## config.mk

```make
export PLATFORM = sky130hd
export DESIGN_NAME = pfps_sequencer
export DESIGN_NICKNAME = d
export VERILOG_FILES = /design/src/include/pfps_pkg.sv /design/src/design/pfps_recovery.sv /design/src/design/pfps_sequencer.sv
export SDC_FILE = /design/constraint.sdc
export NUM_CORES = 1
export LEC_CHECK = 0
export ABC_AREA = 1
export ABC_CLOCK_PERIOD_IN_PS = 4150
export BUFFER_PORTS_ARGS = -buffer_cell sky130_fd_sc_hd__buf_2
export CAP_MARGIN = 15
export CELL_PAD_IN_SITES_DETAIL_PLACEMENT = 0
export CELL_PAD_IN_SITES_GLOBAL_PLACEMENT = 1
export CORE_MARGIN = 10
export CORE_UTILIZATION = 51
export DETAILED_ROUTE_END_ITERATION = 8
export HOLD_SLACK_MARGIN = 0.02
export PLACE_DENSITY = 0.94
export SETUP_SLACK_MARGIN = 0.15
export SLEW_MARGIN = 40
export SYNTH_ARGS = -nofsm -noshare
export SYNTH_HDL_FRONTEND = slang
export SYNTH_SLANG_ARGS = --single-unit
```

## constraint.sdc

```tcl
create_clock -name core_clk_in -period 4.15 [get_ports core_clk_in]
set_input_delay 0.83 -clock core_clk_in [delete_from_list [all_inputs] [get_ports core_clk_in]]
set_output_delay 0.83 -clock core_clk_in [all_outputs]
set_load 0.05 [all_outputs]
```

## src/include/pfps_pkg.sv

```systemverilog
package pfps_pkg;

	// ----------------------------------------------------------------
	// clock and timing
	// ----------------------------------------------------------------
	localparam int CLK_PERIOD_NS = 25;

	// response limits are longest times: they round down
	localparam int DATA_OV_RESPONSE_TIME_NS = 200;
	localparam int CHAN_OV_RESPONSE_TIME_NS = 200;
	localparam int GND_SHORT_RESPONSE_TIME_NS = 200;
	localparam int FAULT_ASSERT_DELAY_NS = 200;
	localparam int DATA_OV_RESPONSE_CYC = DATA_OV_RESPONSE_TIME_NS /
		CLK_PERIOD_NS;
	localparam int CHAN_OV_RESPONSE_CYC = CHAN_OV_RESPONSE_TIME_NS /
		CLK_PERIOD_NS;
	localparam int GND_SHORT_RESPONSE_CYC = GND_SHORT_RESPONSE_TIME_NS /
		CLK_PERIOD_NS;
	localparam int FAULT_ASSERT_CYC = FAULT_ASSERT_DELAY_NS / CLK_PERIOD_NS;

	// recovery and release intervals are least times: they round up
	localparam int DATA_OV_RECOVER_TIME_NS = 1000000;
	localparam int DATA_OV_LONG_RECOVER_TIME_NS = 10000000;
	localparam int CHAN_OV_RECOVER_TIME_NS = 1000000;
	localparam int CHAN_OV_LONG_RECOVER_TIME_NS = 10000000;
	localparam int GND_SHORT_RECOVER_TIME_NS = 1000000;
	localparam int GND_SHORT_LONG_RECOVER_TIME_NS = 10000000;
	localparam int OVERTEMP_RECOVER_TIME_NS = 1000000;
	localparam int BACKVOLT_RECOVER_TIME_NS = 1000000;
	localparam int FAULT_RELEASE_DELAY_NS = 2000;

	localparam int DATA_OV_RECOVER_CYC = (DATA_OV_RECOVER_TIME_NS +
		CLK_PERIOD_NS - 1) / CLK_PERIOD_NS;
	localparam int DATA_OV_LONG_RECOVER_CYC = (DATA_OV_LONG_RECOVER_TIME_NS +
		CLK_PERIOD_NS - 1) / CLK_PERIOD_NS;
	localparam int CHAN_OV_RECOVER_CYC = (CHAN_OV_RECOVER_TIME_NS +
		CLK_PERIOD_NS - 1) / CLK_PERIOD_NS;
	localparam int CHAN_OV_LONG_RECOVER_CYC = (CHAN_OV_LONG_RECOVER_TIME_NS +
		CLK_PERIOD_NS - 1) / CLK_PERIOD_NS;
	localparam int GND_SHORT_RECOVER_CYC = (GND_SHORT_RECOVER_TIME_NS +
		CLK_PERIOD_NS - 1) / CLK_PERIOD_NS;
	localparam int GND_SHORT_LONG_RECOVER_CYC =
		(GND_SHORT_LONG_RECOVER_TIME_NS + CLK_PERIOD_NS - 1) / CLK_PERIOD_NS;
	localparam int OVERTEMP_RECOVER_CYC = (OVERTEMP_RECOVER_TIME_NS +
		CLK_PERIOD_NS - 1) / CLK_PERIOD_NS;
	localparam int BACKVOLT_RECOVER_CYC = (BACKVOLT_RECOVER_TIME_NS +
		CLK_PERIOD_NS - 1) / CLK_PERIOD_NS;
	localparam int FAULT_RELEASE_CYC = (FAULT_RELEASE_DELAY_NS +
		CLK_PERIOD_NS - 1) / CLK_PERIOD_NS;

	localparam int TIMER_W = 20;
	localparam int REL_W = 8;

	// ----------------------------------------------------------------
	// fault classes and carriers
	// ----------------------------------------------------------------
	localparam int CLS_DATA = 0;
	localparam int CLS_CHAN = 1;
	localparam int CLS_GND = 2;
	localparam int CLS_TEMP = 3;
	localparam int CLS_BV = 4;
	localparam int NUM_CLS = 5;
	localparam int NUM_FLAGS = 7;

	typedef struct packed {
		logic undervolt;
		logic backvolt;
		logic overtemp;
		logic gnd_short;
		logic chan_b_ov;
		logic chan_a_ov;
		logic data_ov;
	} pfps_flags_t;

	typedef struct packed {
		logic vconn;
		logic connector_chan_b;
		logic connector_chan_a;
		logic data_n;
		logic data_p;
	} pfps_sw_t;

	localparam pfps_sw_t SW_ALL_OPEN = 5'h00;
	localparam pfps_sw_t SW_ALL_CLOSED = 5'h1f;
	localparam logic [NUM_CLS-1:0] CLS_NONE = 5'h00;
	localparam logic [NUM_CLS-1:0] CLS_ALL = 5'h1f;
	localparam logic [NUM_CLS-1:0] CLS_HIDE_BV = 5'h0f;
	localparam logic [NUM_CLS-1:0] CLS_HIDE_OV = 5'h1c;

	// three-level strap, coded: low, open, high
	typedef enum logic [1:0] {
		MASK_REPORT_ALL = 2'h0,
		MASK_HIDE_BACKVOLT = 2'h1,
		MASK_HIDE_OVERVOLT = 2'h2
	} pfps_mask_t;

	typedef enum logic [1:0] {
		REC_IDLE = 2'h0,
		REC_SHORT = 2'h1,
		REC_LONG_WAIT = 2'h2,
		REC_LONG_CNT = 2'h3
	} pfps_rec_state_t;

endpackage : pfps_pkg

```

## src/design/pfps_recovery.sv

```systemverilog
module pfps_recovery #(
	parameter int unsigned SHORT_CYC = 40000,
	parameter int unsigned LONG_CYC = 400000,
	parameter int unsigned CW = 20
) (
	// clock and reset
	input wire logic core_clk_in,
	input wire logic nrst_in,
	// control
	input wire logic clr_in,
	input wire logic fault_in,
	// status
	output logic hold_out,
	output logic long_out
);
	import pfps_pkg::*;

	// ----------------------------------------------------------------
	// recovery sequencer for one fault class
	// ----------------------------------------------------------------
	pfps_rec_state_t st_r;
	pfps_rec_state_t st_nxt;
	logic [CW-1:0] cnt_r;
	logic [CW-1:0] cnt_nxt;

	always_comb begin
		st_nxt = st_r;
		cnt_nxt = cnt_r;
		unique case (st_r)
			REC_IDLE: begin
				cnt_nxt = '0;
				if (fault_in) begin
					st_nxt = REC_SHORT;
				end
			end
			// the short interval runs from fault onset
			REC_SHORT: begin
				cnt_nxt = cnt_r + 1'b1;
				if (cnt_r == CW'(SHORT_CYC - 1)) begin
					cnt_nxt = '0;
					if (fault_in) begin
						st_nxt = REC_LONG_WAIT;
					end else begin
						st_nxt = REC_IDLE;
					end
				end
			end
			REC_LONG_WAIT: begin
				cnt_nxt = '0;
				if (!fault_in) begin
					st_nxt = REC_LONG_CNT;
				end
			end
			// a returning fault restarts the long wait
			REC_LONG_CNT: begin
				cnt_nxt = cnt_r + 1'b1;
				if (fault_in) begin
					st_nxt = REC_LONG_WAIT;
					cnt_nxt = '0;
				end else if (cnt_r == CW'(LONG_CYC - 1)) begin
					st_nxt = REC_IDLE;
					cnt_nxt = '0;
				end
			end
		endcase
		if (clr_in) begin
			st_nxt = REC_IDLE;
			cnt_nxt = '0;
		end
	end

	always_ff @(posedge core_clk_in or negedge nrst_in) begin
		if (!nrst_in) begin
			st_r <= REC_IDLE;
			cnt_r <= '0;
		end else begin
			st_r <= st_nxt;
			cnt_r <= cnt_nxt;
		end
	end

	assign hold_out = (st_r != REC_IDLE);
	assign long_out = (st_r == REC_LONG_WAIT) || (st_r == REC_LONG_CNT);

	// ----------------------------------------------------------------
	// checks
	// ----------------------------------------------------------------
	short_expiry_a: assert property (@(posedge core_clk_in)
		disable iff (!nrst_in)
		(st_r == REC_SHORT && cnt_r == CW'(SHORT_CYC - 1) && fault_in &&
		!clr_in) |=> (st_r == REC_LONG_WAIT && cnt_r == '0))
		else $error("fault present at short expiry did not go long");

	long_restart_a: assert property (@(posedge core_clk_in)
		disable iff (!nrst_in)
		(st_r == REC_LONG_CNT && fault_in && !clr_in) |=>
		(st_r == REC_LONG_WAIT && cnt_r == '0))
		else $error("returning fault did not restart long recovery");

	early_release_a: assert property (@(posedge core_clk_in)
		disable iff (!nrst_in)
		($fell(hold_out) && !$past(clr_in)) |->
		($past(st_r) == REC_SHORT && !$past(fault_in)) ||
		($past(st_r) == REC_LONG_CNT && !$past(fault_in)))
		else $error("hold released from a wrong state");

endmodule : pfps_recovery

```

## src/design/pfps_sequencer.sv

```systemverilog
// Notes on behaviour
// - data overvoltage opens every switch fast, asserts fault output
// - data fault gone at short expiry: switches close, fault releases later
// - data fault still present at expiry: wait clear, then long interval
// - either channel overvoltage opens every switch and asserts fault
// - channel fault gone at short expiry: reclose, then release fault
// - channel fault persisting: hold open until clear plus long interval
// - ground short drives gate low, sets flag, opens switches, asserts
// - ground short cleared after interval: switches close, gate goes high
// - ground short persisting: gate low until clear plus long interval
// - over-temperature opens every switch like any other fault
// - three reporting choices: all, all but backvoltage, all but overvolt
// - low supply is a protection condition that opens the pass path
// - mask strap: low reports all, open hides backvolt, high hides ov
// - masking changes only the report, never switch behaviour
// - under low supply only the ground-short gate driver stays alive
module pfps_sequencer #(
	parameter int unsigned CW = pfps_pkg::TIMER_W,
	parameter int unsigned DATA_REC_CYC = pfps_pkg::DATA_OV_RECOVER_CYC,
	parameter int unsigned DATA_LONG_CYC = pfps_pkg::DATA_OV_LONG_RECOVER_CYC,
	parameter int unsigned CHAN_REC_CYC = pfps_pkg::CHAN_OV_RECOVER_CYC,
	parameter int unsigned CHAN_LONG_CYC = pfps_pkg::CHAN_OV_LONG_RECOVER_CYC,
	parameter int unsigned GND_REC_CYC = pfps_pkg::GND_SHORT_RECOVER_CYC,
	parameter int unsigned GND_LONG_CYC =
		pfps_pkg::GND_SHORT_LONG_RECOVER_CYC,
	parameter int unsigned TEMP_REC_CYC = pfps_pkg::OVERTEMP_RECOVER_CYC,
	parameter int unsigned BV_REC_CYC = pfps_pkg::BACKVOLT_RECOVER_CYC,
	parameter int unsigned REL_CYC = pfps_pkg::FAULT_RELEASE_CYC
) (
	// clock and reset
	input wire logic core_clk_in,
	input wire logic nrst_in,
	// comparator flags and strap
	input wire pfps_pkg::pfps_flags_t flags_in,
	input wire pfps_pkg::pfps_mask_t fault_mask_select_in,
	// pass switches and external gate
	output pfps_pkg::pfps_sw_t pass_sw_out,
	output logic ground_short_gate_out,
	// status
	output logic ground_short_flag_out,
	output logic fault_n_out
);
	import pfps_pkg::*;

	// local copies so delay bounds stay plain constants
	localparam int DRESP = DATA_OV_RESPONSE_CYC;
	localparam int CRESP = CHAN_OV_RESPONSE_CYC;
	localparam int GRESP = GND_SHORT_RESPONSE_CYC;
	localparam int FASRT = FAULT_ASSERT_CYC;
	localparam int unsigned REC_SHORT_C [NUM_CLS] = '{DATA_REC_CYC,
		CHAN_REC_CYC, GND_REC_CYC, TEMP_REC_CYC, BV_REC_CYC};
	localparam int unsigned REC_LONG_C [NUM_CLS] = '{DATA_LONG_CYC,
		CHAN_LONG_CYC, GND_LONG_CYC, TEMP_REC_CYC, BV_REC_CYC};

	// report filter for one strap setting
	function automatic logic [NUM_CLS-1:0] report_filter(input pfps_mask_t m);
		logic [NUM_CLS-1:0] f;
		f = CLS_ALL;
		unique case (m)
			MASK_REPORT_ALL: f = CLS_ALL;
			MASK_HIDE_BACKVOLT: f = CLS_HIDE_BV;
			MASK_HIDE_OVERVOLT: f = CLS_HIDE_OV;
			// undefined strap code reports everything, the safe side
			default: f = CLS_ALL;
		endcase
		return f;
	endfunction : report_filter

	// ----------------------------------------------------------------
	// input synchronisers
	// ----------------------------------------------------------------
	logic [NUM_FLAGS-1:0] meta_r;
	logic [NUM_FLAGS-1:0] sync_r;
	pfps_flags_t flg;

	always_ff @(posedge core_clk_in or negedge nrst_in) begin
		if (!nrst_in) begin
			meta_r <= '0;
			sync_r <= '0;
		end else begin
			meta_r <= flags_in;
			sync_r <= meta_r;
		end
	end

	assign flg = sync_r;

	// ----------------------------------------------------------------
	// per-class recovery sequencers
	// ----------------------------------------------------------------
	logic [NUM_CLS-1:0] cls_fault;
	logic [NUM_CLS-1:0] hold;
	logic [NUM_CLS-1:0] hold_long;
	logic [NUM_CLS-1:0] cls_clr;

	assign cls_fault[CLS_DATA] = flg.data_ov;
	assign cls_fault[CLS_CHAN] = flg.chan_a_ov | flg.chan_b_ov;
	assign cls_fault[CLS_GND] = flg.gnd_short;
	assign cls_fault[CLS_TEMP] = flg.overtemp;
	assign cls_fault[CLS_BV] = flg.backvolt;

	// low supply resets every sequencer except the ground-short one
	always_comb begin
		cls_clr = {NUM_CLS{flg.undervolt}};
		cls_clr[CLS_GND] = 1'b0;
	end

	genvar gi;
	generate
		for (gi = 0; gi < NUM_CLS; gi++) begin : g_rec
			pfps_recovery #(
				.SHORT_CYC(REC_SHORT_C[gi]),
				.LONG_CYC(REC_LONG_C[gi]),
				.CW(CW)
			) u_rec (
				.core_clk_in(core_clk_in),
				.nrst_in(nrst_in),
				.clr_in(cls_clr[gi]),
				.fault_in(cls_fault[gi]),
				.hold_out(hold[gi]),
				.long_out(hold_long[gi])
			);
		end
	endgenerate

	// ----------------------------------------------------------------
	// pass switches and ground-short gate
	// ----------------------------------------------------------------
	pfps_sw_t sw_r;
	pfps_sw_t sw_nxt;
	logic gate_r;
	logic gate_nxt;
	logic gflag_r;
	logic gflag_nxt;
	logic any_hold;

	// every class must be idle before anything recloses
	assign any_hold = |hold;

	always_comb begin
		sw_nxt = SW_ALL_CLOSED;
		if (any_hold || cls_fault != CLS_NONE || flg.undervolt) begin
			sw_nxt = SW_ALL_OPEN;
		end
		// gate driver keeps working in undervoltage
		gflag_nxt = cls_fault[CLS_GND] | hold[CLS_GND];
		gate_nxt = !gflag_nxt;
	end

	always_ff @(posedge core_clk_in or negedge nrst_in) begin
		if (!nrst_in) begin
			sw_r <= SW_ALL_OPEN;
			gate_r <= 1'b0;
			gflag_r <= 1'b0;
		end else begin
			sw_r <= sw_nxt;
			gate_r <= gate_nxt;
			gflag_r <= gflag_nxt;
		end
	end

	// ----------------------------------------------------------------
	// fault output and release delay
	// ----------------------------------------------------------------
	pfps_mask_t mask_r;
	logic [NUM_CLS-1:0] reported;
	logic rep_any;
	logic fault_n_r;
	logic fault_n_nxt;
	logic [REL_W-1:0] rel_r;
	logic [REL_W-1:0] rel_nxt;

	// the mask only filters the report; switches ignore it
	assign reported = (hold | cls_fault) & report_filter(mask_r);
	assign rep_any = |reported;

	always_comb begin
		fault_n_nxt = fault_n_r;
		rel_nxt = '0;
		if (flg.undervolt) begin
			fault_n_nxt = 1'b1;
		end else if (rep_any) begin
			fault_n_nxt = 1'b0;
		end else if (!fault_n_r && sw_r == SW_ALL_CLOSED) begin
			// release only once the switches have reclosed
			rel_nxt = rel_r + 1'b1;
			if (rel_r == REL_W'(REL_CYC - 1)) begin
				fault_n_nxt = 1'b1;
				rel_nxt = '0;
			end
		end
	end

	always_ff @(posedge core_clk_in or negedge nrst_in) begin
		if (!nrst_in) begin
			mask_r <= MASK_REPORT_ALL;
			fault_n_r <= 1'b1;
			rel_r <= '0;
		end else begin
			mask_r <= fault_mask_select_in;
			fault_n_r <= fault_n_nxt;
			rel_r <= rel_nxt;
		end
	end

	assign pass_sw_out = sw_r;
	assign ground_short_gate_out = gate_r;
	assign ground_short_flag_out = gflag_r;
	assign fault_n_out = fault_n_r;

	// ----------------------------------------------------------------
	// checks
	// ----------------------------------------------------------------
	data_ov_open_a: assert property (@(posedge core_clk_in)
		disable iff (!nrst_in)
		$rose(flags_in.data_ov) |-> ##[1:DRESP] (sw_r == SW_ALL_OPEN))
		else $error("switches not open after data overvoltage");

	data_ov_report_a: assert property (@(posedge core_clk_in)
		disable iff (!nrst_in)
		($rose(flags_in.data_ov) && mask_r == MASK_REPORT_ALL &&
		!flg.undervolt && !flags_in.undervolt)
		|-> ##[1:FASRT] !fault_n_r)
		else $error("fault output not asserted for data overvoltage");

	chan_ov_open_a: assert property (@(posedge core_clk_in)
		disable iff (!nrst_in)
		($rose(flags_in.chan_a_ov) || $rose(flags_in.chan_b_ov)) |->
		##[1:CRESP] (sw_r == SW_ALL_OPEN))
		else $error("switches not open after channel overvoltage");

	gnd_gate_low_a: assert property (@(posedge core_clk_in)
		disable iff (!nrst_in)
		$rose(flags_in.gnd_short) |-> ##[1:GRESP]
		(!gate_r && gflag_r && sw_r == SW_ALL_OPEN))
		else $error("ground short not acted on in time");

	gnd_gate_high_a: assert property (@(posedge core_clk_in)
		disable iff (!nrst_in)
		$fell(hold[CLS_GND]) && !cls_fault[CLS_GND] |=> gate_r)
		else $error("gate not driven high after ground short recovery");

	uvlo_off_a: assert property (@(posedge core_clk_in)
		disable iff (!nrst_in)
		flg.undervolt |=> (sw_r == SW_ALL_OPEN && fault_n_r))
		else $error("undervoltage did not disable the pass path");

	close_clean_a: assert property (@(posedge core_clk_in)
		disable iff (!nrst_in)
		(sw_r != SW_ALL_OPEN) |-> $past(!any_hold && !flg.undervolt))
		else $error("switches closed while a fault was still held");

	mask_report_a: assert property (@(posedge core_clk_in)
		disable iff (!nrst_in)
		$fell(fault_n_r) |-> $past(rep_any))
		else $error("fault output asserted for a masked fault");

	release_delay_a: assert property (@(posedge core_clk_in)
		disable iff (!nrst_in)
		($rose(fault_n_r) && !$past(flg.undervolt)) |->
		$past(sw_r == SW_ALL_CLOSED, REL_CYC))
		else $error("fault output released before the release delay");

	masked_open_a: assert property (@(posedge core_clk_in)
		disable iff (!nrst_in)
		(hold[CLS_DATA] && mask_r == MASK_HIDE_OVERVOLT) |=>
		(sw_r == SW_ALL_OPEN))
		else $error("masked data fault left switches closed");

	cover_short_rec_c: cover property (@(posedge core_clk_in)
		disable iff (!nrst_in)
		$fell(hold[CLS_DATA]) && !hold_long[CLS_DATA]);

	cover_long_rec_c: cover property (@(posedge core_clk_in)
		disable iff (!nrst_in)
		hold_long[CLS_CHAN] ##1 !hold[CLS_CHAN]);

	cover_gnd_c: cover property (@(posedge core_clk_in)
		disable iff (!nrst_in)
		!gate_r ##1 gate_r);

	cover_release_c: cover property (@(posedge core_clk_in)
		disable iff (!nrst_in)
		!fault_n_r ##1 fault_n_r);

endmodule : pfps_sequencer

```

After elaboration in Yosys (flattened, before gate mapping)
Cells that the tools add are included.
{ "classes": {"add_sub_neg": 6, "eq_ne": 47, "n_mux": 71, "bitwise_logic": 4, "reduce_logical": 31} }
{ "op_table": {"columns": ["cell", "count"], "rows": [
  ["20-bit two-way mux", 17],
  ["20-bit case mux with 3 select lines", 5],
  ["20-bit by 1-bit adder with 20-bit output, second input constant", 5],
  ["20-bit by 16-bit equality test with 1-bit output, second input constant", 5],
  ["2-bit two-way mux", 34],
  ["20-bit by 19-bit equality test with 1-bit output, second input constant", 3],
  ["2-bit case mux with 4 select lines", 5],
  ["8-bit two-way mux", 4],
  ["2-bit equality test, second input constant", 11],
  ["3-bit inequality test, second input constant", 7],
  ["4-bit AND reduction", 5],
  ["3-bit by 2-bit inequality test with 1-bit output, second input constant", 6],
  ["2-bit by 1-bit equality test with 1-bit output, second input constant", 6],
  ["4-bit by 3-bit inequality test with 1-bit output, second input constant", 3],
  ["2-bit logical NOT", 5],
  ["5-bit case mux with 2 select lines", 1],
  ["2-bit nonzero test", 5],
  ["2-bit OR reduction", 5],
  ["5-bit OR reduction", 2],
  ["8-bit by 1-bit adder with 8-bit output, second input constant", 1],
  ["8-bit by 7-bit equality test with 1-bit output, second input constant", 1],
  ["3-bit nonzero test", 2],
  ["5-bit bitwise AND", 1],
  ["5-bit equality test, second input constant", 1],
  ["other kinds (12)", 19]
]} }
{ "word_totals": {"ff_bits": 142, "inputBits": 11, "output_inout_bits": 8} }

Depth between registers and ports, before layout
Gate-level depths: netlist of the first run.
{ "logic_depth": {"ltp_word": 6, "depth_mapped": 11} }

Hierarchy
Synthesis of the first run repeated with hierarchy kept, for this count alone.
{ "hier_totals": {"cells_unflattened": 1029, "hier_area_um2": 7957.6} }
{ "by_module_without_submodules": {"columns": ["mod", "n_inst", "cells_each", "area_per_inst_um2"], "rows": [
  ["pfps_recovery at g_rec[0].u_rec ...", 2, 201, 1441.4],
  ["pfps_recovery at g_rec[3].u_rec ...", 2, 163, 1282.5],
  ["pfps_recovery at g_rec[1].u_rec", 1, 198, 1396.3],
  ["pfps_sequencer", 1, 103, 1113.6]
]} }

Worst setup path before layout of the first run
No wires, ideal clock.
{ "synth_path": {"path_kind": "flip-flop to output port", "start": "register pass_sw_out[2] (netlist name)", "end": "output port pass_sw_out[1] (netlist name)", "t_arrival_ps": 958, "slack_ps": 2362, "path_stages_with_launch": 2, "path_buffers": 1, "cell_sequence": "dfrtp_1 > buf_4"} }
{ "synth_rtl": {"columns": ["item", "line", "rtl"], "rows": [
  ["to (decl)", "pfps_sequencer.sv:37", "output pfps_pkg::pfps_sw_t pass_sw_out,"]
]} }

Final worst setup path of the first run
{ "layout_path": {"start": "register fault_n_r (netlist: fault_n_out)", "end": "output port fault_n_out"} }
{ "layout_rtl": {"columns": ["item", "line", "rtl"], "rows": [
  ["from (decl)", "pfps_sequencer.sv:168", "logic fault_n_r;"],
  ["from (signal assigned)", "pfps_sequencer.sv:201", "fault_n_r <= fault_n_nxt;"],
  ["to (decl)", "pfps_sequencer.sv:41", "output logic fault_n_out"]
]} }
No word-level cell between the ends.

==> flow_summary.ini, run 1 <==
[placed_design]
hpwl_um = 10100
placed_area_um2 = 7470
dp_slack_ns = 2.26
io_buffers = 18
place.gp.congestion = 0.863

[grt]
antenna_found_initial = 0
grt_pass1_wl_um = 25400
grt-ovfl-total = 0
grt_pass1_vias = 5642
grt_use_total_pct = 15.3
grt_max_degree = 92

[timing]
finalCritPeriodShare_pct = 49.8
skew_ns = 0.00728
timing.hold.ws_ns = 0.342
worst_slack_ns = 2.08
rsz0062_at_grt = no
maxSlewHeadroom_pct = 52.3
finalHoldViolations = 0
slew_viol_final = 0
tightest_slew_ns = 0.715
setup_viol = 0
tns_ns = 0
finalCriticalPeriod_ns = 2.07
fmax_mhz = 484

[synth]
synth_area_um2 = 7220
ys_types = 38
seq_area_frac_synth_pct = 47.8
synth_warnings = 0
ys_ff_latch = 138
synth_cells = 939
synth_nets = 956
syn_area_per_cell_um2 = 7.69

[cts]
cts_resized = 0
cts-root-buf = clkbuf_16
numCtsBuffers = 17
clock_sinks = 138
cts_hold_buf = 0
insertion_delay_ns = 0.42
clk_pin_slew_ns = 0.06
cts_buffer_depth = 2
tritoncts = yes
post-cts-setup-buffers = 0
htreeDepth = 4

[pwr]
power.leakage_nw = 3.55
p_per_area_nw_per_um2 = 427
p_sw_mw = 0.885
internal_power_mw = 2.57
p_comb_share_pct = 11.0
swShare_pct = 25.6
p_clk_share_pct = 46.7
pwr-share-seq_pct = 42.3
vdd_drop_max_mv = 0.309

[worst_setup_path]
cp.arrival_ns = 1.24
crit_path_end_kind = primary output
crit_type = reg -> out
cp_slowest_cell = dfstp_2
crit_required_ns = 3.32
path_delay_family = flip-flops
r2r_cells = 5
cp-start-kind = flop
path_cells = buf_2
crit_buf_inv = 1
path_max_fanout = 3
cp.depth = 1
cp_slowest_stage_delay_ns = 0.55

[route]
ant_nets = 0
vias = 5751
wl_per_cell_um = 12.3
drtIter0Drc = 436
drtPass1Iterations = 5
wl_um = 14200
via_per_inst = 4.97
drc_errors = 0

[die]
core-area_um2 = 13900
rows = 43
die_h_um = 139
dieArea_um2 = 19300
dieWidth_um = 139
io_pins = 19
start_util_pct = 52.0

[layout]
final_area_um2 = 8100
nets = 981
drive_above_1_share_pct = 7.68
num_antenna_cells = 0
area_growth_pct = 12.1
n_fill_cell = 1287

[hold_path]
hp-class = reg -> reg
hold_depth = 0

[flow_run]
drv_cap = 0

[run_status]
outcome = finished clean
## power by group through the flow
| stage | logic, mW | registers [mW] | clock network (mW) |
|---|---|---|---|
| after detailed placement | 0.387 | 1.49 | 0 |
| after global placement | 0.383 | 1.49 | 0 |
| after global routing | 0.447 | 1.47 | 1.70 |
| after CTS | 0.391 | 1.46 | 1.65 |
| after floorplan | 0.282 | 1.50 | 0 |
| final | 0.381 | 1.46 | 1.61 |
## flip-flops by register name, indices dropped and copies added (netlist names), 2 cells and up, named ones only
register	count
flg	7
meta_r	7
rel_r	8
g_rec.u_rec.st_r	9
g_rec.u_rec.cnt_r	100
mask_r	2
## Yosys cell counts
cell | number | area, um2
nor2_1 | 222 | 833
nand2_1 | 192 | 721
dfrtp_1 | 137 | 3430
inv_1 | 112 | 420
nand3_1 | 64 | 320
nor3_1 | 39 | 195
xor2_1 | 37 | 324
a21oi_1 | 23 | 115
nand4_1 | 20 | 125
xnor2_1 | 12 | 105
o21ai_0 | 11 | 55.1
nand2_2 | 7 | 43.8
buf_4 | 6 | 45.0
ha_1 | 6 | 75.1
nand3_2 | 5 | 50.1
and3_1 | 4 | 25.0
nor2_2 | 4 | 25.0
a31oi_1 | 3 | 18.8
buf_2 | 3 | 15.0
buf_6 | 3 | 33.8
nor3b_1 | 3 | 22.5
a211oi_1 | 2 | 15.0
inv_2 | 2 | 7.51
nand3b_1 | 2 | 15.0
nor3_4 | 2 | 32.5
nor3b_2 | 2 | 25.0
nor4_1 | 2 | 12.5
o211ai_1 | 2 | 15.0
o21bai_1 | 2 | 15.0
o22ai_1 | 2 | 12.5
a21boi_0 | 1 | 7.51
clkbuf_1 | 1 | 3.75
clkinv_1 | 1 | 3.75
dfstp_2 | 1 | 26.3
nand2_4 | 1 | 11.3
nor2_4 | 1 | 11.3
o21ai_1 | 1 | 5.00
or2_2 | 1 | 6.26
## metal layers
layer / vias to the layer above / share of wire (%) / GRT usage [%]
li1: 3006 / - / -
met1: 2644 / 49 / 20.1
met2: 82 / 46 / 24.1
met3: 19 / 3.2 / 3.12
met4: 0 / 1.7 / 6.21
met5: - / 0 / 0
## cells by family (layout without fill, tap and decap cells)
logic type | after synthesis | after routing | synth area share (%)
simple gates | 571 | 571 | 34.3
compound gates | 47 | 47 | 3.59
buf+inv | 128 | 165 | 7.33
xor+xnor | 49 | 49 | 5.94
fa+ha+maj | 6 | 6 | 1.04
flops | 138 | 138 | 47.8
## stage by stage
stage                     power, mW  instances  util (%)
after floorplan                1.78        939         -
after global placement         1.87       1125      53.8
after detailed placement       1.87       1125      53.8
after CTS                      3.51       1156      58.3
after global routing           3.62       1156      58.3
final                          3.46       1156      58.3
## placed cells by master (no fill, tap or decap), types with 2 or more instances in the layout
cell,count
a211oi_1,2
clkinv_2,4
buf_2,17
clkbuf_16,17
inv_1,112
dfrtp_1,137
ha_1,6
nor3b_1,3
xnor2_1,12
nand3_1,64
nor2_1,222
clkinvlp_4,3
o22ai_1,2
nand4_1,20
nand2_2,7
o21ai_0,11
nand3_2,5
nand3b_1,2
xor2_1,37
nand2_1,192
nor3b_2,2
a31oi_1,3
nor2_2,4
inv_2,2
o211ai_1,2
bufinv_16,5
a21oi_1,23
o21bai_1,2
nor3_4,2
and3_1,4
nor3_1,39
nor4_1,2
## cell type report
type,instances,area [um2],area share (%)
well taps,180,225,2.78
flip-flops and latches,138,3450,42.7
inverters,115,432,5.33
clock buffers,18,429,5.30
clock inverters,13,201,2.49
repair buffers,19,119,1.47
multi-input cells,673,3240,40.0
## path summary, 6_finish.rpt
path	from	endpoint	slack [ns]
max	fault_n_out	fault_n_out	2.08
min	meta_r[2]	flg[2]	0.34
max reg2reg	flg[6]	g_rec[3].u_rec.cnt_r[13]	2.28
min reg2reg	meta_r[2]	flg[2]	0.34
max in group asynchronous	nrst_in	g_rec[1].u_rec.cnt_r[18]	2.99
min in group asynchronous	nrst_in	g_rec[2].u_rec.cnt_r[9]	0.47
Power figures use the tool's default switching activity.
==> run 2: changes to the inputs <==
Settings changed: ABC_AREA 1 to 0, ABC_CLOCK_PERIOD_IN_PS 4150 to 1920, CORE_UTILIZATION 51 to 49, PLACE_DENSITY 0.94 to 0.87.
Clock period 4.15 ns to 1.92 ns, I/O delays scaled along.
==> flow_summary.ini, run 2 <==
[run_status]
outcome = finished with violations
violations = setup timing

[route]
ant_nets = 0
drc_errors = 0
wl_per_cell_um = 17.8
vias = 5937
drtIter0Drc = 539
drtPass1Iterations = 5
wl_um = 17700
via_per_inst = 5.97

[synth]
seq_area_frac_synth_pct = 50.8
synth_nets = 697
synth_edf_count = 0
yosys-top-cells-count = dfrtp_1 (137), nor2_1 (52), nand2_1 (45), xnor2_1 (44), nand3_1 (34)
synth_area_um2 = 6790
syn_area_per_cell_um2 = 9.99
ys_ff_latch = 138
synthArstFlopShare_pct = 100
synth_cells = 680
synth_most_common_cell = dfrtp_1
synthFlopType = dfrtp_1
synth_area_leaders = dfrtp_1 (50%), xnor2_1 (5.7%), a211oi_1 (3.3%)
ys_types = 57
yosysTopAreaCellShare_pct = 50.5
yosysTopAreaCell = dfrtp_1
synth_warnings = 0

[layout]
n_fill_cell = 887
drive_above_1_share_pct = 36.0
regMostFlops = g_rec.u_rec.cnt_r
area_growth_pct = 39.0
nets = 823
num_antenna_cells = 0
multi_input_area_um2 = 3710
largest_registers = g_rec.u_rec.cnt_r x100, g_rec.u_rec.st_r x9, rel_r x8
final_common_cell = dfrtp_1
largest_register_ff_count = 100
ff_latch_area_um2 = 3460
final_cell_mix = dfrtp_1 (134), buf_4 (82), xnor2_1 (44)

[cts]
clk_pin_slew_ns = 0.06
numCtsBuffers = 17
htreeDepth = 4
insertion_delay_ns = 0.43
cts_buffer_depth = 2
clock_sinks = 138
tritoncts = yes
cts-root-buf = clkbuf_16

[pwr]
internal_power_mw = 5.48
power.leakage_nw = 3.65
p_per_area_nw_per_um2 = 770
vdd_drop_max_mv = 0.949
swShare_pct = 24.6
p_sw_mw = 1.79
p_clk_share_pct = 46.0
p_comb_share_pct = 12.1
pwr-share-seq_pct = 42.0

[timing]
finalCriticalPeriod_ns = 2.23
setup_viol = 49
finalCritPeriodShare_pct = 116
skew_ns = 0.0110
slew_viol_final = 0
timing.hold.ws_ns = 0.0633
tightest_slew_ns = 0.470
worst_slack_ns = -0.309
maxSlewHeadroom_pct = 68.6
fmax_mhz = 449
rsz0062_at_grt = yes
finalHoldViolations = 0

[grt]
grt-ovfl-total = 0
grt_pass1_vias = 5865
grt_pass1_wl_um = 27800
grt_use_total_pct = 18.0
antenna_found_initial = 0
grt_max_degree = 51

[worst_setup_path]
cp_slowest_stage_delay_ns = 0.58
path_cells = or4_1 -> or4_4 -> o311ai_4 -> buf_6 -> buf_12 -> a22oi_1
crit_path_end_kind = flop
crit_required_ns = 2.20
cp-start-kind = flop
worst-r2r-setup-slack_ns = -0.31
cp_slowest_cell = or4_4
cp.arrival_ns = 2.51
path_max_fanout = 5
crit_type = reg -> reg

[die]
core-area_um2 = 13400
die_h_um = 138
dieArea_um2 = 19000
rows = 42
start_util_pct = 50.7
dieWidth_um = 138
io_pins = 19

[placed_design]
dp_slack_ns = -0.274
io_buffers = 18
place.gp.congestion = 0.881
hpwl_um = 10500

[hold_path]
hp-class = in -> reg

[flow_run]
drv_cap = 0
==> run 2: kinds of logic (layout without fill, tap and decap cells) <==
group                      after synthesis  after routing  share of synthesized area [%]
and+or+nand+nor                        277            277                           22.0
DFF                                    138            138                           50.8
AOI/OAI and AO/OA                      129            129                           13.3
xor gates and xnor gates                68             68                           8.77
buffers and inverters                   61            200                           3.81
adders and majority gates                6              6                           1.10
muxes                                    1              1                          0.147
==> run 2: metrics by stage <==
| step | util, % | area [um2] | power [mW] | TNS [ns] | instances |
|---|---|---|---|---|---|
| floorplan | - | 7080 | 3.49 | -7.82 | 680 |
| global route | 70.4 | 9440 | 7.52 | -14.28 | 995 |
| detailed placement | 58.5 | 7850 | 3.74 | -8.43 | 918 |
| CTS | 66.7 | 8940 | 7.10 | -9.68 | 976 |
| global placement | 58.5 | 7850 | 3.71 | -7.22 | 918 |
| finish | 70.4 | 9440 | 7.27 | -11.95 | 995 |
==> run 2: area by class of cell <==
| cell class | count | area share, % |
|---|---|---|
| clock inverter | 13 | 1.76 |
| tap | 176 | 2.33 |
| sequential | 138 | 36.6 |
| clock buffer | 19 | 4.69 |
| timing repair buffer | 139 | 14.1 |
| multi-input combinational | 481 | 39.3 |
| inverter | 29 | 1.15 |
==> run 2: worst paths after layout <==
| check | from | end | cells past startpoint |
|---|---|---|---|
| worst max-delay path | g_rec[2].u_rec.cnt_r[14] | g_rec[2].u_rec.cnt_r[14] | 6 |
| worst min-delay path | flags_in[3] | meta_r[3] | 1 |
| min in group asynchronous | nrst_in | g_rec[3].u_rec.cnt_r[2] | 2 |
| worst max register to register | g_rec[2].u_rec.cnt_r[14] | g_rec[2].u_rec.cnt_r[14] | 6 |
| max in group asynchronous | nrst_in | g_rec[0].u_rec.cnt_r[8] | 3 |
| worst min register to register | meta_r[3] | flg[3] | 0 |
==> run 2: critical path: cells and delay by family (launching register included) <==
kind,cells,cell delay (ns)
and+or+nand+nor,2,1.10
DFF,1,0.37
AOI/OAI and AO/OA,2,0.34
buffers and inverters,2,0.28
==> run 2: layer usage <==
layer | track usage (%) | share of wire [%] | vias to the layer above
li1 | - | - | 2758
met5 | 0 | 0 | -
met4 | 5.62 | 1.3 | 0
met1 | 23.1 | 43 | 3004
met3 | 4.41 | 4.3 | 27
met2 | 29.4 | 51 | 148
==> run 2: what timing repair did <==
item / 4_1_cts / 5_1_grt
cloned: 6 / 4
endpoints found under the setup margin: 86 / 115
hold buffers: 1 / 0
hold endpoints to repair: 44 / 0
resized for setup: 54 / 73
setup buffers: 19 / 15
pin swaps: 24 / 33
==> run 2: power by group through the flow <==
| stage | Clock, mW | Sequential (mW) | Combinational (mW) |
|---|---|---|---|
| 2_1_floorplan | 0 | 3.12 | 0.367 |
| 3_3_place_gp | 0 | 3.09 | 0.619 |
| 3_5_place_dp | 0 | 3.10 | 0.642 |
| 4_1_cts | 3.38 | 3.05 | 0.667 |
| 5_1_grt | 3.53 | 3.06 | 0.930 |
| 6_report | 3.34 | 3.05 | 0.877 |
==> run 3: changes to the inputs <==
Settings changed: BUFFER_PORTS_ARGS -buffer_cell sky130_fd_sc_hd__buf_2 to -buffer_cell sky130_fd_sc_hd__buf_4.
==> flow_summary.ini, run 3 (synthesized netlist as in run 2, its figures left out) <==
[pwr]
vdd_drop_max_mv = 0.656
p_sw_mw = 1.75
pwr-share-seq_pct = 43.5
power.leakage_nw = 3.50
power_mw = 7.02
p_comb_share_pct = 9.9
swShare_pct = 25.0
internal_power_mw = 5.27
p_per_area_nw_per_um2 = 769
p_clk_share_pct = 46.6

[placed_design]
hpwl_um = 10500
place.gp.congestion = 0.859
dp_cells = 923
io_buffers = 18

[worst_setup_path]
worst-r2r-setup-slack_ns = -0.27
cp-start-kind = flop
crit_required_ns = 2.20
cp.arrival_ns = 2.47
r2r-end = g_rec[2].u_rec.cnt_r[14]
path_delay_family = simple AND/OR/NAND/NOR gates
r2r_cells = 5
crit_type = reg -> reg
path_cells = or4_1 -> or4_4 -> o311ai_4 -> buf_12 -> a22oi_1
path_max_fanout = 18
crit_path_end_kind = flop
cp_slowest_stage_delay_ns = 0.57
regToRegStartpoint = g_rec[2].u_rec.cnt_r[14]
cp_slowest_cell = or4_4
crit_buf_inv = 1

[cts]
cts-root-buf = clkbuf_16
numCtsBuffers = 17
tritoncts = yes
clock_sinks = 138
htreeDepth = 4
insertion_delay_ns = 0.42
cts_buffer_depth = 2
clk_pin_slew_ns = 0.06

[layout]
fin_cells = 978
nets = 806
largest_register_ff_count = 100
final_util_pct = 68.1
drive_above_1_share_pct = 32.9
regMostFlops = g_rec.u_rec.cnt_r
largest_registers = g_rec.u_rec.cnt_r x100, g_rec.u_rec.st_r x9, rel_r x8
num_antenna_cells = 0
final_cell_mix = dfrtp_1 (135), buf_4 (97), xnor2_1 (44)
n_fill_cell = 955
final_common_cell = dfrtp_1
area_growth_pct = 34.4

[die]
die_h_um = 138
io_pins = 19
core-area_um2 = 13400
dieArea_um2 = 19000
dieWidth_um = 138
start_util_pct = 50.7
rows = 42

[flow_run]
drv_cap = 0

[route]
wl_um = 16400
via_per_inst = 5.93
drtIter0Drc = 388
wl_per_cell_um = 16.8
drc_errors = 0
ant_nets = 0
vias = 5795
drtPass1Iterations = 5

[timing]
setup_viol = 64
rsz0062_at_grt = yes
finalHoldViolations = 0
worst_slack_ns = -0.273
tightest_slew_ns = 0.528
fmax_mhz = 456
slew_viol_final = 0
finalCriticalPeriod_ns = 2.19
finalCritPeriodShare_pct = 114
maxSlewHeadroom_pct = 64.7
skew_ns = 0.00680

[grt]
grt-ovfl-total = 0
antenna_found_initial = 0
grt_use_total_pct = 17.3
grt_pass1_wl_um = 26600
grt_max_degree = 44
grt_pass1_vias = 5650

[run_status]
violations = setup timing
outcome = finished with violations

[hold_path]
hp-class = in -> reg
hold_end = mask_r[1]
hold_start = fault_mask_select_in[1]
hold_depth = 1
run 3: cell types whose count changed in the layout (fill, tap and decap cells not counted), sizes merged:
cell / before / now
clkinv: 8 / 4
inv: 31 / 32
bufinv: 3 / 2
buf: 136 / 120
clkinvlp: 0 / 3
run 3: stage by stage:
step           cell area [um2]  setup TNS [ns]  setup slack (ns)  hold slack [ns]
2_1_floorplan             7080           -7.82            -0.283           0.0884
3_3_place_gp              7930           -6.83            -0.234            0.333
3_5_place_dp              7930           -7.86            -0.269            0.340
4_1_cts                   8780           -8.74            -0.272           0.0483
5_1_grt                   9130          -14.39            -0.327           0.0478
6_report                  9130          -10.41            -0.273           0.0674
run 3: worst max-delay path by stage:
| stage | start | to | slack [ns] | cells after the start |
|---|---|---|---|---|
| 2_1_floorplan | g_rec[2].u_rec.cnt_r[8] | g_rec[2].u_rec.cnt_r[12] | -0.28 | 5 |
| 3_3_place_gp | g_rec[2].u_rec.cnt_r[14] | flop | -0.23 | 5 |
| 3_5_place_dp | g_rec[2].u_rec.cnt_r[14] | g_rec[2].u_rec.cnt_r[19] | -0.27 | 5 |
| 4_1_cts | g_rec[2].u_rec.cnt_r[14] | g_rec[2].u_rec.cnt_r[14] | -0.27 | 5 |
| 5_1_grt | g_rec[2].u_rec.cnt_r[14] | g_rec[2].u_rec.cnt_r[14] | -0.33 | 5 |
| 6_report | g_rec[2].u_rec.cnt_r[14] | g_rec[2].u_rec.cnt_r[14] | -0.27 | 5 |
run 3: power by group through the flow:
stage               registers [mW]  clock network [mW]  logic, mW
global placement              3.09                   0      0.641
global route                  3.06                3.46      0.744
detailed placement            3.10                   0      0.661
CTS                           3.05                3.33      0.678
finish                        3.05                3.27      0.694
floorplan                     3.12                   0      0.367
run 3: layout make-up:
type	instances	area [um2]	area share, %
Multi-Input combinational cell	481	3660	40.1
Sequential cell	138	3460	37.9
Timing Repair Buffer	122	1090	11.9
Clock buffer	20	457	5.00
Tap cell	176	220	2.41
Clock inverter	12	140	1.53
Inverter	29	109	1.19
run 3: routing by layer:
metal / part of all wire, % / global-route usage [%] / vias to the layer above
met3: 3.5 / 4.22 / 23
met1: 46 / 21.9 / 2932
met2: 49 / 27.8 / 119
met5: 0 / 0 / -
met4: 1.4 / 6.89 / 0
li1: - / - / 2721
run 3: timing repair:
item / in CTS / in global routing
cloned: 0 / 4
setup endpoints to repair: 84 / 115
resized for setup: 43 / 53
endpoints found under the hold margin: 39 / 0
pin swaps: 10 / 28
hold buffers: 1 / 0
setup buffers: 7 / 11
